<file path="src/core/netrm_pkg.sv">
// Constants, types and register map of the noise event timer block.
// Assumes one 25 MHz clock and the byte-wide control bus port.
package netrm_pkg;
	// ==========================================================
	// Register map
	localparam logic [7:0] ADDR_RX_COND_B_MASK = 8'h0C;
	localparam logic [7:0] ADDR_NOISE_THRESHOLD = 8'h0D;
	localparam logic [7:0] ADDR_NOISE_PRESCALE = 8'h0E;
	localparam logic [7:0] MASK_RST = 8'h00;
	localparam logic [6:0] NOISE_THR_RST = 7'h00;
	localparam logic [7:0] PRESCALE_THR_RST = 8'h00;
	localparam logic [7:0] RDATA_IDLE = 8'h00;
	localparam logic [7:0] NOISE_THR_FIELD = 8'h7F;
	localparam int NOISE_W = 7;
	localparam int PRESCALE_W = 8;
	localparam int NOISE_MASK_BIT = 5;
	// ==========================================================
	// Mask register bit positions
	localparam int IDLE_STATE_MASK_BIT = 0;
	localparam int STATE_THRESHOLD_MASK_BIT = 1;
	localparam int ACTIVE_STATE_MASK_BIT = 2;
	localparam int UNKNOWN_VALID_MASK_BIT = 3;
	localparam int CASCADE_ERROR_MASK_BIT = 4;
	localparam int ELASTIC_BUFFER_ERR_MASK_BIT = 5;
	localparam int SUPER_IDLE_MASK_BIT = 6;
	localparam int RESERVED_MASK_BIT = 7;
	// ==========================================================
	// Timing
	localparam int CLK_PERIOD_NS = 40;
	localparam int TICK_PERIOD_NS = 80;
	localparam int TICK_CYCLES = (TICK_PERIOD_NS / CLK_PERIOD_NS < 1) ? 1 :
		TICK_PERIOD_NS / CLK_PERIOD_NS;
	// ==========================================================
	// Types
	typedef enum logic [2:0] {
		LS_QUIET,
		LS_IDLE,
		LS_MASTER,
		LS_HALT,
		LS_ACTIVE,
		LS_NOISE,
		LS_UNKNOWN,
		LS_NO_SIGNAL
	} netrm_line_state_t;

	typedef struct packed {
		logic wr;
		logic rd;
		logic [7:0] addr;
		logic [7:0] wdata;
	} netrm_cb_req_t;
endpackage : netrm_pkg

</file>
<file path="src/core/netrm_top.sv">
// Receive-condition-B mask, noise threshold registers and noise timer.
// Assumes line state and condition flags arrive synchronous to clk_i.
// Contract
// - Summary B is set one clock after any condition-B flag and its mask bit are both 1.
// - Reset clears the condition-B mask so all events start masked.
// - Mask bits 0..7 are idle, threshold, active, unknown, cascade, buffer, super idle, spare.
// - In noise states the noise count drops by one per prescale expiry.
// - A zero prescale count reloads from its threshold and decrements the noise count.
// - Both counters reload together when both are zero in a noise, active or unknown state.
// - Both counters are held at their thresholds in halt, idle, master, quiet or no signal.
// - A write to either threshold register loads both counters at once.
// - Entering noise, active or unknown keeps the counters running from where they are.
// - Both counters reaching zero sets the noise threshold flag of condition register A.
// - Noise threshold holds 7 bits; bit 7 reads 0 and ignores writes.
// - Prescale threshold holds 8 bits, bit 0 the least significant.
// - The noise flag feeds summary A only while mask A bit 5 is set.
`timescale 1ns/1ps
module netrm_top #(
	parameter int NOISE_BITS = netrm_pkg::NOISE_W,
	parameter int PRESCALE_BITS = netrm_pkg::PRESCALE_W
) (
	input wire logic clk_i,
	input wire logic resetn_i,
	input wire netrm_pkg::netrm_cb_req_t cb_req_i,
	output logic [7:0] cb_rdata_o,
	input wire netrm_pkg::netrm_line_state_t line_state_i,
	input wire logic [7:0] rx_cond_b_flags_i,
	output logic rx_cond_b_summary_o,
	input wire logic [7:0] rx_cond_a_mask_i,
	input wire logic noise_expired_flag_i,
	output logic noise_expired_set_o,
	output logic noise_summary_term_o,
	output logic [NOISE_BITS-1:0] noise_count_o,
	output logic [PRESCALE_BITS-1:0] prescale_count_o
);
	// ==========================================================
	// Line state decode
	function automatic logic ls_holds(input netrm_pkg::netrm_line_state_t ls);
		case (ls)
			netrm_pkg::LS_HALT,
			netrm_pkg::LS_IDLE,
			netrm_pkg::LS_MASTER,
			netrm_pkg::LS_QUIET,
			netrm_pkg::LS_NO_SIGNAL: ls_holds = 1'b1;
			default: ls_holds = 1'b0;
		endcase
	endfunction : ls_holds

	logic [7:0] mask_r;
	logic [7:0] mask_nxt;
	logic [NOISE_BITS-1:0] noise_thr_r;
	logic [NOISE_BITS-1:0] noise_thr_nxt;
	logic [PRESCALE_BITS-1:0] pre_thr_r;
	logic [PRESCALE_BITS-1:0] pre_thr_nxt;
	logic [7:0] rdata_r;
	logic [7:0] rdata_nxt;
	logic summary_r;
	logic summary_nxt;
	logic expire_r;
	logic expire_nxt;
	logic tick;
	logic hold;
	logic run;
	logic wr_noise;
	logic wr_pre;
	logic wr_mask;
	logic load_all;
	logic pre_load;
	logic pre_dec;
	logic noise_dec;
	logic noise_zero;
	logic pre_zero;
	logic [NOISE_BITS-1:0] noise_cnt;
	logic [PRESCALE_BITS-1:0] pre_cnt;
	logic [NOISE_BITS-1:0] noise_expect;
	logic [PRESCALE_BITS-1:0] pre_expect;

	// ==========================================================
	// Write strobes
	assign wr_mask = cb_req_i.wr && (cb_req_i.addr == netrm_pkg::ADDR_RX_COND_B_MASK);
	assign wr_noise = cb_req_i.wr && (cb_req_i.addr == netrm_pkg::ADDR_NOISE_THRESHOLD);
	assign wr_pre = cb_req_i.wr && (cb_req_i.addr == netrm_pkg::ADDR_NOISE_PRESCALE);

	// ==========================================================
	// Register file next values
	always_comb begin
		mask_nxt = mask_r;
		noise_thr_nxt = noise_thr_r;
		pre_thr_nxt = pre_thr_r;
		if (wr_mask) begin
			mask_nxt = cb_req_i.wdata;
		end
		if (wr_noise) begin
			noise_thr_nxt = cb_req_i.wdata[NOISE_BITS-1:0];
		end
		if (wr_pre) begin
			pre_thr_nxt = cb_req_i.wdata[PRESCALE_BITS-1:0];
		end
	end

	// Read data is registered; unmapped addresses read as zero
	always_comb begin
		rdata_nxt = netrm_pkg::RDATA_IDLE;
		if (cb_req_i.rd) begin
			case (cb_req_i.addr)
				netrm_pkg::ADDR_RX_COND_B_MASK: rdata_nxt = mask_r;
				netrm_pkg::ADDR_NOISE_THRESHOLD: begin
					rdata_nxt = 8'(noise_thr_r) & netrm_pkg::NOISE_THR_FIELD;
				end
				netrm_pkg::ADDR_NOISE_PRESCALE: rdata_nxt = 8'(pre_thr_r);
				default: rdata_nxt = netrm_pkg::RDATA_IDLE;
			endcase
		end
	end

	// Thresholds have no documented reset; zero keeps them defined
	always_ff @(posedge clk_i) begin
		if (!resetn_i) begin
			mask_r <= netrm_pkg::MASK_RST;
			noise_thr_r <= NOISE_BITS'(netrm_pkg::NOISE_THR_RST);
			pre_thr_r <= PRESCALE_BITS'(netrm_pkg::PRESCALE_THR_RST);
			rdata_r <= netrm_pkg::RDATA_IDLE;
		end else begin
			mask_r <= mask_nxt;
			noise_thr_r <= noise_thr_nxt;
			pre_thr_r <= pre_thr_nxt;
			rdata_r <= rdata_nxt;
		end
	end

	assign cb_rdata_o = rdata_r;

	// ==========================================================
	// Condition-B summary and noise contribution to summary A
	always_comb begin
		summary_nxt = |(rx_cond_b_flags_i & mask_r);
	end

	assign noise_summary_term_o = noise_expired_flag_i &&
		rx_cond_a_mask_i[netrm_pkg::NOISE_MASK_BIT];

	// ==========================================================
	// Noise timer control
	netrm_tick #(
		.CYCLES(netrm_pkg::TICK_CYCLES)
	) u_tick (
		.clk_i(clk_i),
		.resetn_i(resetn_i),
		.tick_o(tick)
	);

	// Hold states keep reloading; a state change alone never reloads
	assign hold = ls_holds(line_state_i);
	assign run = !hold;
	// Threshold writes act at once, not on the next tick
	assign load_all = hold || wr_noise || wr_pre ||
		(tick && run && pre_zero && noise_zero);
	assign pre_load = load_all || (tick && run && pre_zero);
	assign pre_dec = tick && run && !pre_zero;
	assign noise_dec = !load_all && tick && run && pre_zero;

	netrm_dcount #(
		.W(PRESCALE_BITS)
	) u_prescale (
		.clk_i(clk_i),
		.resetn_i(resetn_i),
		.load_i(pre_load),
		.load_val_i(pre_thr_nxt),
		.dec_i(pre_dec),
		.value_o(pre_cnt),
		.zero_o(pre_zero)
	);

	netrm_dcount #(
		.W(NOISE_BITS)
	) u_noise (
		.clk_i(clk_i),
		.resetn_i(resetn_i),
		.load_i(load_all),
		.load_val_i(noise_thr_nxt),
		.dec_i(noise_dec),
		.value_o(noise_cnt),
		.zero_o(noise_zero)
	);

	// Expiry is flagged when the counting itself lands on zero/zero
	always_comb begin
		noise_expect = noise_dec ? noise_cnt - NOISE_BITS'(1) : noise_cnt;
		pre_expect = pre_load ? pre_thr_nxt : pre_cnt - PRESCALE_BITS'(1);
		expire_nxt = !load_all && tick && run &&
			(noise_expect == '0) && (pre_expect == '0);
	end

	always_ff @(posedge clk_i) begin
		if (!resetn_i) begin
			summary_r <= 1'b0;
			expire_r <= 1'b0;
		end else begin
			summary_r <= summary_nxt;
			expire_r <= expire_nxt;
		end
	end

	assign rx_cond_b_summary_o = summary_r;
	assign noise_expired_set_o = expire_r;
	assign noise_count_o = noise_cnt;
	assign prescale_count_o = pre_cnt;

	// ==========================================================
	// Checks
	property p_summary;
		@(posedge clk_i) disable iff (!resetn_i)
		(|(rx_cond_b_flags_i & mask_r)) |=> rx_cond_b_summary_o;
	endproperty
	a_summary: assert property (p_summary) else $error("summary B missed");

	property p_mask_reset;
		@(posedge clk_i) !resetn_i |=> (mask_r == netrm_pkg::MASK_RST);
	endproperty
	a_mask_reset: assert property (p_mask_reset) else $error("mask not cleared");

	property p_mask_write;
		@(posedge clk_i) disable iff (!resetn_i)
		wr_mask |=> (mask_r == $past(cb_req_i.wdata));
	endproperty
	a_mask_write: assert property (p_mask_write) else $error("mask write lost");

	property p_noise_dec;
		@(posedge clk_i) disable iff (!resetn_i)
		(tick && run && pre_zero && !noise_zero && !cb_req_i.wr) |=>
		(noise_cnt == $past(noise_cnt) - NOISE_BITS'(1)) && (pre_cnt == pre_thr_r);
	endproperty
	a_noise_dec: assert property (p_noise_dec) else $error("noise step wrong");

	property p_pre_dec;
		@(posedge clk_i) disable iff (!resetn_i)
		(tick && run && !pre_zero && !cb_req_i.wr) |=>
		(pre_cnt == $past(pre_cnt) - PRESCALE_BITS'(1)) && $stable(noise_cnt);
	endproperty
	a_pre_dec: assert property (p_pre_dec) else $error("prescale step wrong");

	property p_wrap;
		@(posedge clk_i) disable iff (!resetn_i)
		(tick && run && pre_zero && noise_zero) |=>
		(noise_cnt == noise_thr_r) && (pre_cnt == pre_thr_r);
	endproperty
	a_wrap: assert property (p_wrap) else $error("zero reload missed");

	property p_hold;
		@(posedge clk_i) disable iff (!resetn_i)
		hold |=> (noise_cnt == noise_thr_r) && (pre_cnt == pre_thr_r);
	endproperty
	a_hold: assert property (p_hold) else $error("hold reload missed");

	property p_thr_write;
		@(posedge clk_i) disable iff (!resetn_i)
		wr_noise |=> (noise_cnt == $past(cb_req_i.wdata[NOISE_BITS-1:0]))
		&& (pre_cnt == pre_thr_r);
	endproperty
	a_thr_write: assert property (p_thr_write) else $error("write load missed");

	property p_keep;
		@(posedge clk_i) disable iff (!resetn_i)
		(run && !tick && !cb_req_i.wr) |=> $stable(noise_cnt) && $stable(pre_cnt);
	endproperty
	a_keep: assert property (p_keep) else $error("counters moved");

	property p_expire;
		@(posedge clk_i) disable iff (!resetn_i)
		noise_expired_set_o |-> (noise_cnt == '0) && (pre_cnt == '0) && !$past(hold);
	endproperty
	a_expire: assert property (p_expire) else $error("bad expiry");

	property p_rd_noise;
		@(posedge clk_i) disable iff (!resetn_i)
		(cb_req_i.rd && cb_req_i.addr == netrm_pkg::ADDR_NOISE_THRESHOLD) |=>
		(cb_rdata_o[7] == 1'b0) && (cb_rdata_o[6:0] == 7'($past(noise_thr_r)));
	endproperty
	a_rd_noise: assert property (p_rd_noise) else $error("threshold read wrong");

	property p_rd_pre;
		@(posedge clk_i) disable iff (!resetn_i)
		(cb_req_i.rd && cb_req_i.addr == netrm_pkg::ADDR_NOISE_PRESCALE) |=>
		(cb_rdata_o == 8'($past(pre_thr_r)));
	endproperty
	a_rd_pre: assert property (p_rd_pre) else $error("prescale read wrong");

	property p_term;
		@(posedge clk_i) disable iff (!resetn_i)
		!rx_cond_a_mask_i[netrm_pkg::NOISE_MASK_BIT] |-> !noise_summary_term_o;
	endproperty
	a_term: assert property (p_term) else $error("masked noise leaked");

	property p_tick;
		@(posedge clk_i) disable iff (!resetn_i)
		tick |=> !tick;
	endproperty
	a_tick: assert property (p_tick) else $error("tick too long");
endmodule : netrm_top

</file>
<file path="src/core/netrm_tick.sv">
// Single-cycle tick every TICK period of the symbol clock.
// Assumes a free-running clk_i.
`timescale 1ns/1ps
module netrm_tick #(
	parameter int CYCLES = netrm_pkg::TICK_CYCLES
) (
	input wire logic clk_i,
	input wire logic resetn_i,
	output logic tick_o
);
	localparam int CW = (CYCLES > 1) ? $clog2(CYCLES) : 1;
	localparam logic [CW-1:0] LAST = CW'(CYCLES - 1);
	logic [CW-1:0] cnt_r;
	logic [CW-1:0] cnt_nxt;

	// ==========================================================
	// Divider: tick on the last count
	always_comb begin
		cnt_nxt = (cnt_r == LAST) ? '0 : cnt_r + CW'(1);
	end

	always_ff @(posedge clk_i) begin
		if (!resetn_i) begin
			cnt_r <= '0;
		end else begin
			cnt_r <= cnt_nxt;
		end
	end

	assign tick_o = resetn_i && (cnt_r == LAST);
endmodule : netrm_tick

</file>
<file path="src/core/netrm_dcount.sv">
// Loadable down counter; load wins over decrement.
// Assumes the caller never decrements a zero count.
`timescale 1ns/1ps
module netrm_dcount #(
	parameter int W = 8
) (
	input wire logic clk_i,
	input wire logic resetn_i,
	input wire logic load_i,
	input wire logic [W-1:0] load_val_i,
	input wire logic dec_i,
	output logic [W-1:0] value_o,
	output logic zero_o
);
	logic [W-1:0] val_r;
	logic [W-1:0] val_nxt;

	// ==========================================================
	// Next count
	always_comb begin
		val_nxt = val_r;
		if (load_i) begin
			val_nxt = load_val_i;
		end else if (dec_i) begin
			val_nxt = val_r - W'(1);
		end
	end

	always_ff @(posedge clk_i) begin
		if (!resetn_i) begin
			val_r <= '0;
		end else begin
			val_r <= val_nxt;
		end
	end

	assign value_o = val_r;
	assign zero_o = (val_r == '0);
endmodule : netrm_dcount

</file>
<file path="config.mk">
export PLATFORM = sky130hd
export DESIGN_NAME = netrm_top
export DESIGN_NICKNAME = d
export VERILOG_FILES = /design/src/core/netrm_pkg.sv /design/src/core/netrm_top.sv /design/src/core/netrm_tick.sv /design/src/core/netrm_dcount.sv
export SDC_FILE = /design/constraint.sdc
export NUM_CORES = 1
export LEC_CHECK = 0
export CORE_ASPECT_RATIO = 0.9
export CORE_UTILIZATION = 63
export DETAILED_ROUTE_END_ITERATION = 7
export DONT_BUFFER_PORTS = 1
export MAX_ROUTING_LAYER = met4
export PLACE_DENSITY = 0.79
export SYNTH_ARGS = -nofsm -noshare
export SYNTH_HDL_FRONTEND = slang
export SYNTH_SLANG_ARGS = --single-unit
</file>
<file path="constraint.sdc">
create_clock -name clk_i -period 2.8 [get_ports clk_i]
set_input_delay 0.14 -clock clk_i [delete_from_list [all_inputs] [get_ports clk_i]]
set_output_delay 0.14 -clock clk_i [all_outputs]
set_load 0.01 [all_outputs]
</file>
==> flow_metrics.tcl, run 1 <==
set metrics [dict create \
    status "finished clean" \
    dr.first_iter.drc_count 174 \
    final.setup.worst_slack_ns 0.4091 \
    num_rows 21 \
    synth_top_area_cell "dfxtp_1" \
    clockBufferDepth 2 \
    grt_pass1_vias 2112 \
    slowest_delay_ns 0.48 \
    crit_start "u_noise.value_o[0]" \
    synth-edff-count 0 \
    synth_top_family_by_area "simple AND/OR/NAND/NOR gates" \
    synth_seq_cells 49 \
    worstPathCellList "inv_1 > ha_1 > or3b_4 > or4_4 > a21oi_1 > a41o_1 > o2111ai_1 > a311oi_2" \
    hold_violations 0 \
    p_sw_share_pct 25.78 \
    clkLatencyLatePin_ns 0.32 \
    final_layout_size_suffix_gt1_share_pct 10.93 \
    fmax_ghz 0.4182 \
    syn_avg_cell_area_um2 8.878 \
    yosys-top-cells-area "dfxtp_1 (38%), mux2i_1 (12%), nor2_1 (7.8%)" \
    fin_nets 344 \
    pre_cts_slack_ns 0.4615 \
    gp_congestion 0.8679 \
    timing.final.crit_share_pct 85.39 \
    remaining_drc_errors 0 \
    ys_dominant_reg_cell "dfxtp_1" \
    worstPathRequired_ns 3.03 \
    start_util_pct 67.58 \
    crit_slowest_cell "or4_4" \
    synthMuxAreaShare_pct 11.97 \
    numCtsBuffers 5 \
    fillers 305 \
    fin_crit_ns 2.391 \
    grt_pass1_wl_um 10410 \
    area_delta_synth_final_pct 10.42 \
    antenna_cells 0 \
    synthArstFlopShare_pct 0 \
    drv_cap 0 \
    synth_top_area_share_pct 37.84 \
    crit_fanout 5 \
    antenna_found_initial 0 \
    critPathArrivalTime_ns 2.62 \
    use_met1_pct 39.12 \
    finalSetupTns_ns 0 \
    cts_setup_buffers 0 \
    gr-usage-met2_pct 49.51 \
    cellLeakagePower_nw 1.170 \
    wl_per_cell_um 18.82 \
    die_area_mm2 0.004376 \
    pwr-share-comb_pct 12.9 \
    cts-htree-levels 2 \
    stdcell_count 348 \
    busiest_layer "met2" \
    power.switching_w 0.0004036 \
    yosysWarnings 0 \
    syn_area_mm2 0.002592 \
    cts.clk_slew.worst_paths_ns 0.09 \
    finalPower_w 0.001566 \
    ios 66 \
    start_kind "flop" \
    rsz0062_at_grt "false" \
    die_width_um 69.62 \
    seqPwrFrac_pct 47.7 \
    via_count 2233 \
    ys_seq_area_share_pct 37.84 \
    r2r-start "u_noise.value_o[0]" \
    cts_tree "yes" \
    maxSlewViolCount 0 \
    synthXorXnorAreaFrac_pct 2.365 \
    irDropWorstVdd_mv 0.4953 \
    place_inst 330 \
    grt_use_total_pct 31.47 \
    ctsResizeCount 0 \
    gr-total-overflow 0 \
    die_h_um 62.86 \
    intPower_w 0.001162 \
    drt_first_pass_iters 4 \
    grt_util_met3_pct 6.935 \
    syn_inst 292 \
    io_buffer_count 0 \
    finalSetupViolCount 0 \
    ant_nets 0 \
    worst_pin_slew_ns 0.6480 \
    cp-end-kind "flop" \
    p_clk_share_pct 39.3 \
    root_buffer "clkbuf_8" \
    synthAdderAreaFrac_pct 1.448 \
    skew_ns 0.007546 \
    hold_path.class "input port to flop" \
    syn_nets 335 \
    synthSimpleGateAreaFrac_pct 24.47 \
    routed_wl_um 6551 \
    hpwl_um 4526 \
    relSlewSlack_pct 56.74 \
    min_from "cb_req_i[2]" \
    whs_ns 0.009201 \
    core_area_mm2 0.003836 \
    via_per_inst 6.417 \
    p_per_area_mw_per_mm2 546.9 \
    clock-sinks 49 \
    critPathKind "flop to flop" \
    grt_max_degree 38 \
    synth-compound-area-share_pct 18.05 \
    yosys.cell_types.count 58 \
]
## area by class of cell
cell class / count / area (µm²) / area share [%]
Clock buffer: 5 / 68.82 / 2.404
Clock inverter: 3 / 68.82 / 2.404
Inverter: 8 / 30.03 / 1.049
Multi-Input combinational cell: 221 / 1511 / 52.80
Sequential cell: 49 / 980.9 / 34.27
Tap cell: 46 / 57.56 / 2.010
Timing Repair Buffer: 16 / 145.1 / 5.070
## synthesized netlist by cell type, types with 2 or more instances
cell / instances
nor2_1: 54
dfxtp_1: 49
mux2i_1: 31
a21oi_1: 23
nand2_1: 18
o21ai_0: 8
inv_1: 7
nor3_1: 6
a22oi_1: 5
buf_2: 5
clkbuf_1: 5
nand3_1: 5
nor4_1: 5
nand4b_1: 4
xnor2_1: 4
a211oi_2: 3
a21o_1: 3
and2_1: 3
ha_1: 3
nand4_1: 3
xor2_1: 3
a211oi_1: 2
a41o_1: 2
buf_1: 2
nand3b_1: 2
nor3_4: 2
o211a_1: 2
o21ai_1: 2
or3_1: 2
## per-stage QoR
| step | util [%] | area (µm²) |
|---|---|---|
| 2_1_floorplan | - | 2592 |
| 3_3_place_gp | 68.43 | 2625 |
| 3_5_place_dp | 68.43 | 2625 |
| 4_1_cts | 74.62 | 2863 |
| 5_1_grt | 74.62 | 2863 |
| 6_report | 74.62 | 2863 |
## logic make-up after synthesis
kind of cell	after synthesis
xor+xnor	7
mux	31
compound gates	63
simple gates	117
buf+inv	22
flops	49
fa+ha+maj	3
## worst max-delay path: cells and delay by family, from the launching register on
family          cells  cell delay (ns)
compound gates      4             0.67
fa+ha+maj           1             0.21
buf+inv             1             0.13
flops               1             0.37
simple gates        2             0.91
## sequential cells by signal (all words and copies together) (netlist names)
signal / flops
noise_thr_r: 7
rx_cond_b_summary_o: 1
noise_expired_set_o: 1
pre_thr_r: 8
u_prescale.value_o: 8
mask_r: 8
u_tick.cnt_r: 1
u_noise.value_o: 7
cb_rdata_o: 8
## path summary, 6_finish.rpt
path | slack [ns] | depth (start not counted) | to
setup / recovery | 0.41 | 8 | noise_expired_set_o
hold reg to reg | 0.45 | 1 | u_tick.cnt_r
hold / removal | 0.009 | 2 | pre_thr_r[2]
setup reg to reg | 0.41 | 8 | noise_expired_set_o
## per-layer routing
metal	share of wire (%)	wire, µm
met1	43	2808
met2	47	3098
met3	7.3	479
met4	2.5	165
met5	0	0
## power by group through the flow
stage               sequential (W)  combinational [W]  clock [W]
detailed placement        0.000764           0.000185          0
floorplan                 0.000754           0.000165          0
global placement          0.000764           0.000182          0
finish                    0.000748           0.000202   0.000616
CTS                       0.000747           0.000199   0.000618
global route              0.000751           0.000221   0.000648
## cell usage in the layout (no fill, tap or decap), drive strengths merged, types with 2 or more instances in the layout
master | netlist | final
a21oi | 23 | 23
o21ai | 11 | 11
nand4 | 3 | 3
nand3 | 6 | 6
a211oi | 5 | 5
nand2 | 18 | 18
ha | 3 | 3
or3b | 2 | 2
xnor2 | 4 | 4
nor2 | 54 | 54
xor2 | 3 | 3
a21o | 3 | 3
clkbuf | 5 | 5
and2 | 3 | 3
nor4 | 7 | 7
nand3b | 2 | 2
nor3 | 8 | 8
a22oi | 5 | 5
bufinv | 0 | 2
o211a | 2 | 2
mux2i | 31 | 31
a41oi | 2 | 2
dlygate4sd3 | 0 | 10
a41o | 2 | 2
dfxtp | 49 | 49
buf | 9 | 6
nand4b | 4 | 4
or3 | 2 | 2
inv | 8 | 9
nor4b | 2 | 2
## timing repair
item / 4_1_cts / 5_1_grt
endpoints found under the setup margin: 0 / 0
hold buffers: 10 / 0
endpoints found under the hold margin: 14 / 0
(Power assumes the default switching activity.)
==> run 2: changes to the inputs <==
--- a/config.mk
+++ b/config.mk
@@ -6,11 +6,12 @@
 export NUM_CORES = 1
 export LEC_CHECK = 0
 export CORE_ASPECT_RATIO = 0.9
-export CORE_UTILIZATION = 63
+export CORE_UTILIZATION = 57
 export DETAILED_ROUTE_END_ITERATION = 7
 export DONT_BUFFER_PORTS = 1
 export MAX_ROUTING_LAYER = met4
-export PLACE_DENSITY = 0.79
+export PLACE_DENSITY = 0.75
+export SLEW_MARGIN = 30
 export SYNTH_ARGS = -nofsm -noshare
 export SYNTH_HDL_FRONTEND = slang
 export SYNTH_SLANG_ARGS = --single-unit
==> constraint.sdc (replaced) <==
create_clock -name clk_i -period 2.1 [get_ports clk_i]
set_input_delay 0.105 -clock clk_i [delete_from_list [all_inputs] [get_ports clk_i]]
set_output_delay 0.105 -clock clk_i [all_outputs]
set_load 0.01 [all_outputs]
==> run 2 against run 1 <==
Net effect: the flow now finishes with violations (setup timing); highest routed layer unchanged; clock-buffer cell count grew 1; global-route usage shrank 0.26 points; sequential share of layout area shrank 2.8 points; critical path type unchanged; first-iteration DRC count grew 20%.
==> flow_metrics.tcl, run 2 (synthesis results as in run 1) <==
set metrics [dict create \
    status "finished with violations" \
    violations "setup timing" \
    clockBufferDepth 2 \
    rsz0062_at_grt "true" \
    num_rows 22 \
    finalSetupViolCount 1 \
    routed_wl_um 7046 \
    remaining_drc_errors 0 \
    whs_ns 0.002277 \
    seqPwrFrac_pct 50.5 \
    fin_nets 370 \
    gr-total-overflow 0 \
    critPathArrivalTime_ns 2.39 \
    numCtsBuffers 5 \
    area_delta_synth_final_pct 21.33 \
    maxSlewViolCount 0 \
    hold_path.class "input port to flop" \
    clock-sinks 49 \
    critPathKind "flop to flop" \
    cellLeakagePower_nw 1.309 \
    die_width_um 73.09 \
    fin_crit_ns 2.174 \
    ios 66 \
    clkLatencyLatePin_ns 0.31 \
    start_kind "flop" \
    pre_cts_slack_ns -0.06505 \
    drv_cap 0 \
    timing.final.crit_share_pct 103.5 \
    finalPower_w 0.001932 \
    p_clk_share_pct 28.7 \
    gp_congestion 0.8800 \
    worst_pin_slew_ns 0.6716 \
    grt_max_degree 38 \
    final.setup.worst_slack_ns -0.07415 \
    wl_per_cell_um 18.16 \
    dr.first_iter.drc_count 208 \
    hold_path_depth 2 \
    fillers 330 \
    core_area_mm2 0.004212 \
    io_buffer_count 0 \
    drt_first_pass_iters 5 \
    p_per_area_mw_per_mm2 614.3 \
    final_util_pct 74.69 \
    die_h_um 65.98 \
    power.switching_w 0.0005591 \
    most-common-layout-cells "nor2_1 (53), dfxtp_1 (45), mux2i_1 (31), buf_4 (31), a21oi_1 (22)" \
    intPower_w 0.001373 \
    cts_tree "yes" \
    hold_violations 0 \
    worstPathRequired_ns 2.31 \
    relSlewSlack_pct 55.06 \
    grt_use_total_pct 31.21 \
    skew_ns 0.006795 \
    final_area_mm2 0.003146 \
    placed_area_mm2 0.002872 \
    via_per_inst 6.229 \
    p_sw_share_pct 28.94 \
    crit_fanout 3 \
    cts.clk_slew.worst_paths_ns 0.09 \
    cp-end-kind "flop" \
    hpwl_um 4828 \
    grt_pass1_vias 2197 \
    ant_nets 0 \
    irDropWorstVdd_mv 0.4757 \
    start_util_pct 61.56 \
    antenna_found_initial 0 \
    fmax_ghz 0.4600 \
    via_count 2417 \
    root_buffer "clkbuf_8" \
    antenna_cells 0 \
    grt_pass1_wl_um 10970 \
    final_common_cell "nor2_1" \
    cts-htree-levels 2 \
    die_area_mm2 0.004822 \
    final_layout_size_suffix_gt1_share_pct 22.87 \
    r2r_cells 7 \
    pwr-share-comb_pct 20.8 \
]
-- run 2: cell types whose count changed in the layout (fill, tap and decap cells not counted), sizes merged --
cell      previous run  this run
buf                  6        32
clkbuf               5         6
clkinvlp             0         1
bufinv               2         0
-- run 2: worst paths after layout --
kind,endpoint,slack (ns),startpoint
worst min-delay path,pre_thr_r[2],0.002,cb_req_i[2]
worst max-delay path,noise_expired_set_o,-0.07,u_noise.value_o[1]
worst min register to register,u_tick.cnt_r,0.44,u_tick.cnt_r
worst max register to register,noise_expired_set_o,-0.07,u_noise.value_o[1]
-- run 2: cell type report --
type,instances,area (µm²),share of cell area (%)
multi-input cells,221,1614,51.31
flip-flops and latches,49,991.0,31.50
repair buffers,42,344.1,10.94
well taps,60,75.07,2.387
clock buffers,6,72.57,2.307
inverters,8,35.03,1.114
clock inverters,2,13.76,0.4375
-- run 2: worst max-delay path, stage by stage, from the launching register on --
cell	delay, ns
dfxtp_4	0.36
buf_4	0.15
or3_1	0.39
or3_4	0.35
nor4_4	0.23
xnor2_1	0.17
o2111ai_1	0.19
a311oi_2	0.24
-- run 2: stage by stage --
step	std cells	setup TNS [ns]
floorplan	292	-0.01103
global placement	369	0
detailed placement	369	-0.06505
CTS	387	-0.04126
global route	388	-0.2676
finish	388	-0.07415
-- run 2: timing repair --
action,in CTS,in global routing
hold endpoints to repair,18,0
setup buffers,0,1
hold buffers,10,0
endpoints found under the setup margin,2,9
gates resized for setup,2,14
pin swaps,2,6
-- run 2: power by group through the flow --
stage | combinational (W) | sequential [W] | clock, W
final | 0.000402 | 0.000975 | 0.000555
after global routing | 0.000430 | 0.000979 | 0.000597
after CTS | 0.000374 | 0.000973 | 0.000557
after detailed placement | 0.000348 | 0.000993 | 0
after global placement | 0.000338 | 0.000992 | 0
after floorplan | 0.000228 | 0.00101 | 0
-- run 2: metal layers --
metal	part of all wire, %	global-route usage, %
met1	44	40.75
met2	47	49.07
met3	7.9	6.098
met4	1.4	8.824
met5	0	-
